### config.mk
export PLATFORM = sky130hd
export DESIGN_NAME = pdc_top
export DESIGN_NICKNAME = d
export VERILOG_FILES = /design/src/hw/pdc_pkg.sv /design/src/hw/pdc_outdiv.sv /design/src/hw/pdc_top.sv
export SDC_FILE = /design/constraint.sdc
export NUM_CORES = 1
export LEC_CHECK = 0
export BUFFER_PORTS_ARGS = -buffer_cell sky130_fd_sc_hd__buf_4
export CAP_MARGIN = 25
export CORE_MARGIN = 3
export CORE_UTILIZATION = 46
export CTS_CLUSTER_DIAMETER = 120
export DETAILED_ROUTE_END_ITERATION = 10
export PLACE_DENSITY = 0.77
export SYNTH_ARGS = -nofsm -noshare
export SYNTH_HDL_FRONTEND = slang
export SYNTH_SLANG_ARGS = --single-unit
### constraint.sdc
create_clock -name clock_in -period 2 [get_ports clock_in]
set_input_delay 0.2 -clock clock_in [delete_from_list [all_inputs] [get_ports clock_in]]
set_output_delay 0.2 -clock clock_in [all_outputs]
set_load 0.005 [all_outputs]
### src/hw/pdc_pkg.sv
package pdc_pkg;

  // Control bit space
  localparam int CTRL_BITS = 128;

  // Field positions (low bit) and widths
  localparam int REFDIV_W    = 8;
  localparam int LOOPDIV_W   = 11;
  localparam int ACNT_W      = 3;
  localparam int MCNT_W      = 8;
  localparam int CODE_W      = 4;
  localparam int MOD_W       = 6;

  localparam int POS_REF_A   = 0;
  localparam int POS_REF_B   = 24;
  localparam int POS_REF_C1  = 48;
  localparam int POS_REF_C2  = 72;
  localparam int POS_LOOP_A  = 8;
  localparam int POS_LOOP_B  = 32;
  localparam int POS_LOOP_C1 = 56;
  localparam int POS_LOOP_C2 = 80;
  localparam int POS_PD_A    = 21;
  localparam int POS_PD_B    = 45;
  localparam int POS_PD_C    = 69;
  localparam int POS_POST_A  = 96;
  localparam int POS_POST_B  = 100;
  localparam int POS_OUTDIV_C_BANK1_CODE = 104;
  localparam int POS_OUTDIV_D_BANK1_CODE = 108;
  localparam int POS_OUTDIV_C_BANK2_CODE = 112;
  localparam int POS_OUTDIV_D_BANK2_CODE = 116;
  localparam int POS_PDO_A   = 120;
  localparam int POS_PDO_B   = 121;
  localparam int POS_PDO_C   = 122;
  localparam int POS_PDO_D   = 123;

  localparam logic [CTRL_BITS-1:0] CTRL_RESET = '0;

  // Output divider sequencing
  typedef enum logic [1:0] {
    PDC_RUN   = 2'b00,
    PDC_SLEEP = 2'b01
  } pdc_state_e;

  // One PLL's decoded setup
  typedef struct packed {
    logic [REFDIV_W-1:0] input_divisor;
    logic [MCNT_W-1:0]   m_count;
    logic [ACNT_W-1:0]   a_count;
  } pdc_pll_s;

  // Modulus table, codes 0..15
  function automatic logic [MOD_W-1:0] pdc_modulus(input logic [CODE_W-1:0] code);
    case (code)
      4'h0:    pdc_modulus = 6'h01;
      4'h1:    pdc_modulus = 6'h02;
      4'h2:    pdc_modulus = 6'h03;
      4'h3:    pdc_modulus = 6'h04;
      4'h4:    pdc_modulus = 6'h05;
      4'h5:    pdc_modulus = 6'h06;
      4'h6:    pdc_modulus = 6'h08;
      4'h7:    pdc_modulus = 6'h09;
      4'h8:    pdc_modulus = 6'h0A;
      4'h9:    pdc_modulus = 6'h0C;
      4'hA:    pdc_modulus = 6'h0F;
      4'hB:    pdc_modulus = 6'h10;
      4'hC:    pdc_modulus = 6'h12;
      4'hD:    pdc_modulus = 6'h14;
      4'hE:    pdc_modulus = 6'h19;
      default: pdc_modulus = 6'h32;
    endcase
  endfunction : pdc_modulus

endpackage : pdc_pkg

### src/hw/pdc_outdiv.sv
`timescale 1ns/100ps
// One output post divider: cycle-boundary reload, power-down gating
module pdc_outdiv
  import pdc_pkg::*;
(
  input  wire logic              clock_in,   // System clock
  input  wire logic              nrst_in,    // Async reset, low
  input  wire logic [CODE_W-1:0] code_in,    // Modulus code
  input  wire logic              off_in,     // Power this divider off
  output logic [MOD_W-1:0]       modulus_out, // Modulus in use
  output logic                   tick_out    // Divided enable pulse
);

  pdc_state_e       state;
  pdc_state_e       next_state;
  logic [MOD_W-1:0] count;
  logic [MOD_W-1:0] next_count;
  logic [MOD_W-1:0] next_modulus;
  logic             next_tick;

  always_comb begin
    next_state   = state;
    next_count   = count;
    next_modulus = modulus_out;
    next_tick    = 1'b0;
    case (state)
      PDC_RUN: begin
        if (off_in) begin
          next_state = PDC_SLEEP;
          next_count = '0;
        end else if (count + 6'h01 >= modulus_out) begin
          // New code at a cycle boundary; the wake reload is done in PDC_SLEEP
          next_count   = '0;
          next_tick    = 1'b1;
          next_modulus = pdc_modulus(code_in);
        end else begin
          next_count = count + 6'h01;
        end
      end
      PDC_SLEEP: begin
        // Resume with modulus reloaded from code_in
        if (!off_in) begin
          next_state   = PDC_RUN;
          next_modulus = pdc_modulus(code_in);
        end
      end
      default: next_state = PDC_RUN;
    endcase
  end

  always_ff @(posedge clock_in or negedge nrst_in) begin
    if (!nrst_in) begin
      state       <= PDC_RUN;
      count       <= '0;
      modulus_out <= 6'h01;
      tick_out    <= 1'b0;
    end else begin
      state       <= next_state;
      count       <= next_count;
      modulus_out <= next_modulus;
      tick_out    <= next_tick;
    end
  end

endmodule : pdc_outdiv

### src/hw/pdc_top.sv
`timescale 1ns/100ps
module pdc_top
  import pdc_pkg::*;
(
  input  wire logic                 clock_in,          // 25 MHz system clock
  input  wire logic                 nrst_in,           // Async reset, low
  input  wire logic                 load_in,           // Load config word
  input  wire logic [CTRL_BITS-1:0] config_in,         // Config word from serial port
  input  wire logic                 sleep_request_pin, // Power-down pin
  input  wire logic                 bank_select_pin,   // Bank select pin
  output logic [CTRL_BITS-1:0]      config_out,        // Stored config
  output pdc_pll_s                  pll_a_out,         // PLL A setup
  output pdc_pll_s                  pll_b_out,         // PLL B setup
  output pdc_pll_s                  pll_c_out,         // PLL C setup, active bank
  output logic [2:0]                pll_off_out,       // PLL C,B,A powered off
  output logic [3:0]                outdiv_off_out,    // Dividers D,C,B,A off
  output logic [4*MOD_W-1:0]        modulus_out,       // Moduli D,C,B,A
  output logic [3:0]                tick_out           // Divided enables D,C,B,A
);

  ////////////////////////////////////////////////////////////////////////////
  // Configuration store and pin synchronizers
  logic [CTRL_BITS-1:0] next_config;
  logic [1:0]           sleep_sync;
  logic [1:0]           bank_sync;
  logic                 bank;
  logic [1:0]           next_sleep_sync;
  logic [1:0]           next_bank_sync;
  logic                 next_bank;

  function automatic pdc_pll_s pll_field(input logic [CTRL_BITS-1:0] c,
                                         input int ref_pos, input int loop_pos);
    pll_field.input_divisor = c[ref_pos +: REFDIV_W];
    pll_field.a_count       = c[loop_pos +: ACNT_W];
    pll_field.m_count       = c[loop_pos + ACNT_W +: MCNT_W];
  endfunction : pll_field

  always_comb begin
    next_config     = load_in ? config_in : config_out;
    next_sleep_sync = {sleep_sync[0], sleep_request_pin};
    next_bank_sync  = {bank_sync[0], bank_select_pin};
    next_bank       = bank_sync[1];
  end

  always_ff @(posedge clock_in or negedge nrst_in) begin
    if (!nrst_in) begin
      config_out <= CTRL_RESET;
      sleep_sync <= 2'b00;
      bank_sync  <= 2'b00;
      bank       <= 1'b0;
    end else begin
      config_out <= next_config;
      sleep_sync <= next_sleep_sync;
      bank_sync  <= next_bank_sync;
      bank       <= next_bank;
    end
  end

  ////////////////////////////////////////////////////////////////////////////
  // PLL setups; glide handled by the analog loop
  pdc_pll_s next_pll_a;
  pdc_pll_s next_pll_b;
  pdc_pll_s next_pll_c;
  logic [2:0] next_pll_off;

  always_comb begin
    next_pll_a = pll_field(config_out, POS_REF_A, POS_LOOP_A);
    next_pll_b = pll_field(config_out, POS_REF_B, POS_LOOP_B);
    next_pll_c = bank ? pll_field(config_out, POS_REF_C2, POS_LOOP_C2)
                      : pll_field(config_out, POS_REF_C1, POS_LOOP_C1);
    // Setting stays stored while asleep
    next_pll_off = {config_out[POS_PD_C], config_out[POS_PD_B], config_out[POS_PD_A]}
                   & {3{sleep_sync[1]}};
  end

  always_ff @(posedge clock_in or negedge nrst_in) begin
    if (!nrst_in) begin
      pll_a_out   <= '0;
      pll_b_out   <= '0;
      pll_c_out   <= '0;
      pll_off_out <= 3'h0;
    end else begin
      pll_a_out   <= next_pll_a;
      pll_b_out   <= next_pll_b;
      pll_c_out   <= next_pll_c;
      pll_off_out <= next_pll_off;
    end
  end

  ////////////////////////////////////////////////////////////////////////////
  // Output dividers
  logic [4*CODE_W-1:0] codes;
  logic [3:0]          next_outdiv_off;

  always_comb begin
    codes[0*CODE_W +: CODE_W] = config_out[POS_POST_A +: CODE_W];
    codes[1*CODE_W +: CODE_W] = config_out[POS_POST_B +: CODE_W];
    codes[2*CODE_W +: CODE_W] = bank ? config_out[POS_OUTDIV_C_BANK2_CODE +: CODE_W]
                                     : config_out[POS_OUTDIV_C_BANK1_CODE +: CODE_W];
    codes[3*CODE_W +: CODE_W] = bank ? config_out[POS_OUTDIV_D_BANK2_CODE +: CODE_W]
                                     : config_out[POS_OUTDIV_D_BANK1_CODE +: CODE_W];
    next_outdiv_off = config_out[POS_PDO_D:POS_PDO_A] & {4{sleep_sync[1]}};
  end

  always_ff @(posedge clock_in or negedge nrst_in) begin
    if (!nrst_in) begin
      outdiv_off_out <= 4'h0;
    end else begin
      outdiv_off_out <= next_outdiv_off;
    end
  end

  genvar gi;
  generate
    for (gi = 0; gi < 4; gi++) begin : g_div
      pdc_outdiv u_div (
        .clock_in    (clock_in),
        .nrst_in     (nrst_in),
        .code_in     (codes[gi*CODE_W +: CODE_W]),
        .off_in      (outdiv_off_out[gi]),
        .modulus_out (modulus_out[gi*MOD_W +: MOD_W]),
        .tick_out    (tick_out[gi])
      );
    end
  endgenerate

endmodule : pdc_top
# == Word level (Yosys, flattened, before mapping) ==
# Memory sizes are Yosys's and may differ from the RTL's.
# Index checks and enable logic that the tools add are counted.
# op_classes
n_addsub,4
mul,0
div,0
magnitude_cmp,4
eq_ne,20
n_shift,0
muxes,51
bitwise_logic,2
reduce_logical,16
# ops
op,n
$mux W6,20
$pmux W6 S2,4
$add A6 B1 Y6 const B,4
$ge A6 B6 Y1,4
$ne A2 B2 Y1 const B,12
$mux W19,1
$mux W2,8
$pmux W2 S2,4
$reduce_and A4 Y1,4
$mux W1,12
$eq A2 B1 Y1 const B,4
$logic_not A2 Y1,4
$mux W4,2
$ne A2 B1 Y1 const B,4
$reduce_and A2 Y1,4
$reduce_bool A2 Y1,4
$and A4 B4 Y4,1
$and A3 B3 Y3,1
# totals
ff_bits,257
latch_bits,0
mem_bits_rw,0
rom_bits,768
input_bits,133
n_memories,8
# memory_table
memory,depth,width,rd,rd_clocked_by_memory_dff,write_ports,line,rtl
(name not given),16,6,1,0,0,pdc_pkg.sv:53,case (code)
(name not given),16,6,1,0,0,pdc_pkg.sv:53,
(name not given),16,6,1,0,0,pdc_pkg.sv:53,
(name not given),16,6,1,0,0,pdc_pkg.sv:53,
(name not given),16,6,1,0,0,pdc_pkg.sv:53,
(name not given),16,6,1,0,0,pdc_pkg.sv:53,
2 more memories,--,--,--,--,--,--,

# == Depth between registers and ports, before layout ==
# logic_depth
word_depth,5
mapped_depth,9

# == Hierarchy ==
# Synthesis repeated with hierarchy kept, for this count alone.
# unflattened
hier_cells,778
hier_area_um2,10949.3
# by_module_without_submodules
module,instances,cells_per_inst,area_per_inst_um2,seq_area_each_um2
pdc_top,1,384,6984.2,4929.7
pdc_outdiv (g_div[0].u_div ...),2,97,977.2,351.6
pdc_outdiv (g_div[3].u_div),1,100,1007.2,351.6
pdc_outdiv (g_div[2].u_div),1,100,1003.5,351.6

# == Worst setup path after synthesis ==
# Ideal clock, no wire load.
# synth_path
kind,reg-to-reg
from,register g_div[1].u_div.count[0]
to,register g_div[1].u_div.modulus_out[2]
setup_time_ns,0.125
arrival_ns,2.060
setup_slack_ns,-0.185
path_stages_with_launch,9
n_path_buf,0
period_less_slack_ns,2.185
cell_sequence,dfrtp_1 and3_1 nand3_1 xnor2_1 ha_1 a21oi_1 o221ai_1 o21ai_2 mux2_2
# synth_via
elab_chain_cells,4
# synth_lines
element,line,rtl
from (decl),pdc_outdiv.sv:16,logic [MOD_W-1:0] count;
from (signal assigned),pdc_outdiv.sv:59,count <= next_count;
$add A6 B1 Y6,pdc_outdiv.sv:31,end else if (count + 6'h01 >= modulus_out) begin
$ge A6 B6 Y1,pdc_outdiv.sv:31,
$ne A2 B1 Y1 (no source line),--,
$reduce_and A4 Y1 (no source line),--,
to (signal assigned),pdc_outdiv.sv:60,modulus_out <= next_modulus;
to (decl),pdc_outdiv.sv:10,"output logic [MOD_W-1:0] modulus_out,"
# Every way passes these cells.
# A chain may end at the register's enable or synchronous reset.

# == Worst setup path after layout ==
# layout_path
from,register g_div[0].u_div.count[1]
to,register g_div[0].u_div.modulus_out[2]
# layout_via
elab_chain_cells,4
# layout_lines
element,line
from (decl),pdc_outdiv.sv:16
from (signal assigned),pdc_outdiv.sv:59
$add A6 B1 Y6,pdc_outdiv.sv:31
$ge A6 B6 Y1,pdc_outdiv.sv:31
$ne A2 B1 Y1 (no source line),--
$reduce_and A4 Y1 (no source line),--
to (signal assigned),pdc_outdiv.sv:60
to (decl),pdc_outdiv.sv:10
# Every way passes these cells.

==> summary.md <==
| Metric | Value |
|---|---|
| Vias per inst | around 5 |
| CTS clk-pin slew, worst paths | ~0.070 ns |
| Crit Path Max Fanout | 5 |
| NumNets Final | around 1500 |
| CTS tree | done |
| Die Area | between 20000 and 25000 um2 |
| Routed wl met2 | around 18000 um |
| Core ar. | around 22000 um2 |
| H-tree levels | 1 |
| Post-layout min period | roughly 2.3 ns |
| Largest stage delay on the critical path | ~0.4 ns |
| Sequential Power Share | 36.2% |
| Clock skew | about 0.014 ns |
| Cell chosen for the clock root | clkbuf_16 |
| Starting density of the core | 47.7% |
| Syn_nets | 971 |
| Fill cells | around 1300 |
| Num ports | between 300 and 400 |
| Site Rows | between 50 and 60 |
| Seq cells post-synth | ~250 |
| Final Util | between 70 and 80% |
| Sw frac | 31.2% |
| Static leakage | between 8 and 9 nW |
| Largest net degree at the start of global routing | 66 |
| Final hold slack | ~0.14 ns |
| Mapped Area | approximately 11000 um2 |
| Tot GR Track Use | roughly a quarter |
| Length of the first detailed-routing pass in iterations | 4 |
| Clock power frac | 27.6% |
| Worst vdd ir | 0.886 mV |
| Layout area overhead | 60.6% |
| Most common cell after layout, fill and taps aside | buf_4 |
| Yosys cell types | 33 |
| Mapped Cells | 791 |
| Area of the multi-input gates | approximately 4600 um2 |
| CTS buffer count | 27 |
| Die X | around 160 um |
| Worst-Margin Slew | between 0.5 and 0.6 ns |
| DRC Markers | 0 |
| Slew margin rel. | 61.4% |
| Number of synthesized flops with an enable pin | 0 |
| Initial antenna violation count | 0 |
| Global-route wire length before repair | approximately 51000 um |
| Syn Area/Cell | between 10 and 15 um2 |
| Drt wl/cell | 20.6 um |
| YS warnings | 0 |
| Class of the worst hold path | primary input to flop |
| Pre-CTS setup slack | -0.176 ns |
| Clock Latency Late Sink | between 0.5 and 0.6 ns |
| Setup crit start kind | flop |
| Slowest CP cell | dfrtp_1 |
| Routed wire length on met3 | 1940 um |
| Detail Route Antenna Nets | 0 |
| GRT overflow | 0 |
| Pwr per Cell Area | between 1000 and 1500 nW/um2 |
| Cell internal pwr | between 10 and 15 mW |
| P_sw | slightly below 6 mW |
| Share of cells above drive strength 1 | roughly 53% |
| Hold Fails Final Rpt | 0 |
| Status | finished, violations left |
| Iter 0 DRT Violations | about 350 |
| Vias in the first global route | just over 9000 |
| Critical Path AT | 2.68 ns |
| Die Ht | about 160 um |
| Worst setup slack after layout | -0.253 ns |
| Final Wtd Congestion | around 0.83 |
| Diode count | 0 |
| Fmax | roughly 0.44 GHz |
| Via count | between 8000 and 9000 |
| Endpoint class of the critical path | flop |
| Clock sink count | 253 |
| Gate power share | between 30% and 40% |
| Data required, critical path | about 2.4 ns |
| Routed wire length | 33800 um |
| WL met1 | 12400 um |
| Fraction of registers with async set/reset | 100% |
| Max-slew violation count | 0 |
| Detailed placement HPWL | 21300 um |
| Non-Filler Instances | about 1600 |
| Top_reg_cell synth | dfrtp_1 |
| Crit path kind | flop to flop |
| Setup violators final | between 40 and 50 |
| Post-synthesis sequential area ratio | between 50% and 60% |
| IO Port Bufs | 352 |
| Highest routed layer | met4 |
| Register Area | about 6300 um2 |
| MaxCap Viol Count | 0 |
| Most frequent cells in the layout | 405 x buf_4, 242 x dfrtp_1, 147 x mux2_2 |
| Worst-path cell chain | ha_2, nand3_2, xnor2_2, ha_1, nand4_1, o221ai_4, o21ai_4, mux2_4 |
| Placed Cells | between 1000 and 1500 |
| RSZ-0062 raised after global routing | yes |
| Period utilization | 113% |
| Max Buffers Root-to-Sink | 3 |
| Failing checks | setup timing |
cell type report:
cell class | instances | share of cell area (%)
inverter | 40 | 0.883
multi-input combinational | 464 | 26.9
clock buffer | 34 | 4.30
clock inverter | 14 | 1.02
sequential | 253 | 37.3
tap | 280 | 2.06
timing repair buffer | 558 | 27.6
power by group through the flow:
stage / clock, mW / combinational [mW] / sequential, mW
finish: 5.12 / 6.70 / 6.71
global route: 5.45 / 7.26 / 6.80
CTS: 5.16 / 5.93 / 6.62
detailed placement: 0 / 5.33 / 6.69
global placement: 0 / 5.19 / 6.65
floorplan: 0 / 2.86 / 6.57
metrics by stage:
step	TNS, ns	instance area (um2)	power (mW)
CTS	-2.47	16500	17.7
detailed placement	-3.97	14100	12.0
floorplan	-0.859	10700	9.43
global placement	-1.72	14100	11.8
global route	-10.15	17000	19.5
finish	-5.39	17000	18.5
logic make-up after synthesis:
group                    synth area share, %
flip-flops                              59.8
multiplexers                            19.5
AND/OR/NAND/NOR                         5.89
AO/OA/AOI/OAI                           4.79
buffers and inverters                   3.08
adder cells (fa/ha/maj)                 5.55
XOR/XNOR                                1.32
Yosys cell counts, drive strengths merged, types with 3 or more instances:
library cell,n,area share (%)
a31oi,4,0.24
mux2i,25,2.4
inv,40,1.4
nand2b,24,1.4
o211a,4,0.38
nand3,16,0.76
nand2,59,2.1
o221ai,4,0.33
a211oi,3,0.21
clkbuf,12,0.43
nand4,4,0.24
mux2,159,17
xnor2,16,1.3
dfrtp,249,59
nor2,11,0.39
buf,22,1.2
dfstp,4,0.99
a21o,4,0.28
and3,4,0.24
a21oi,21,0.99
ha,47,5.6
and2,11,0.65
o21ai,41,2.1
path summary, 6_finish.rpt:
kind / startpoint / to / cells past startpoint / slack, ns
min reg2reg: bank_sync[1] / bank / 0 / 0.36
max in group asynchronous: nrst_in / g_div[2].u_div.modulus_out[0] / 3 / 1.04
min in group asynchronous: nrst_in / g_div[0].u_div.modulus_out[2] / 2 / 0.23
min: load_in / config_out[69] / 2 / 0.14
max: g_div[0].u_div.count[1] / g_div[0].u_div.modulus_out[2] / 8 / -0.25
max reg2reg: g_div[0].u_div.count[1] / g_div[0].u_div.modulus_out[2] / 8 / -0.25
per-layer routing:
metal	vias to the layer above	track usage, %
met5	-	0
met4	0	10.4
met3	88	6.31
met2	293	46.7
met1	4213	29.9
li1	3831	-
critical path, delay by kind of cell, from the launching register on:
kind | cells | cell delay, ns
AOI/OAI and AO/OA | 2 | 0.44
muxes | 1 | 0.32
and+or+nand+nor | 2 | 0.28
xor gates and xnor gates | 1 | 0.16
adders and majority gates | 2 | 0.55
DFF | 1 | 0.39
state kept, by name, indices dropped and copies added, names as in the netlist:
register	cells
outdiv_off_out	4
g_div.u_div.state	4
g_div.u_div.modulus_out	24
g_div.u_div.count	24
config_out	128
sleep_sync	2
bank	1
pll_a_out	19
pll_off_out	3
pll_c_out	19
pll_b_out	19
g_div.u_div.tick_out	4
bank_sync	2
repair_timing:
action / CTS / global route
setup endpoints to repair: 37 / 49
pin swaps: 16 / 22
setup buffers: 8 / 9
endpoints found under the hold margin: 185 / 0
resized for setup: 36 / 76
hold buffers: 131 / 0
Note: power is estimated with default switching activity, not from simulation.
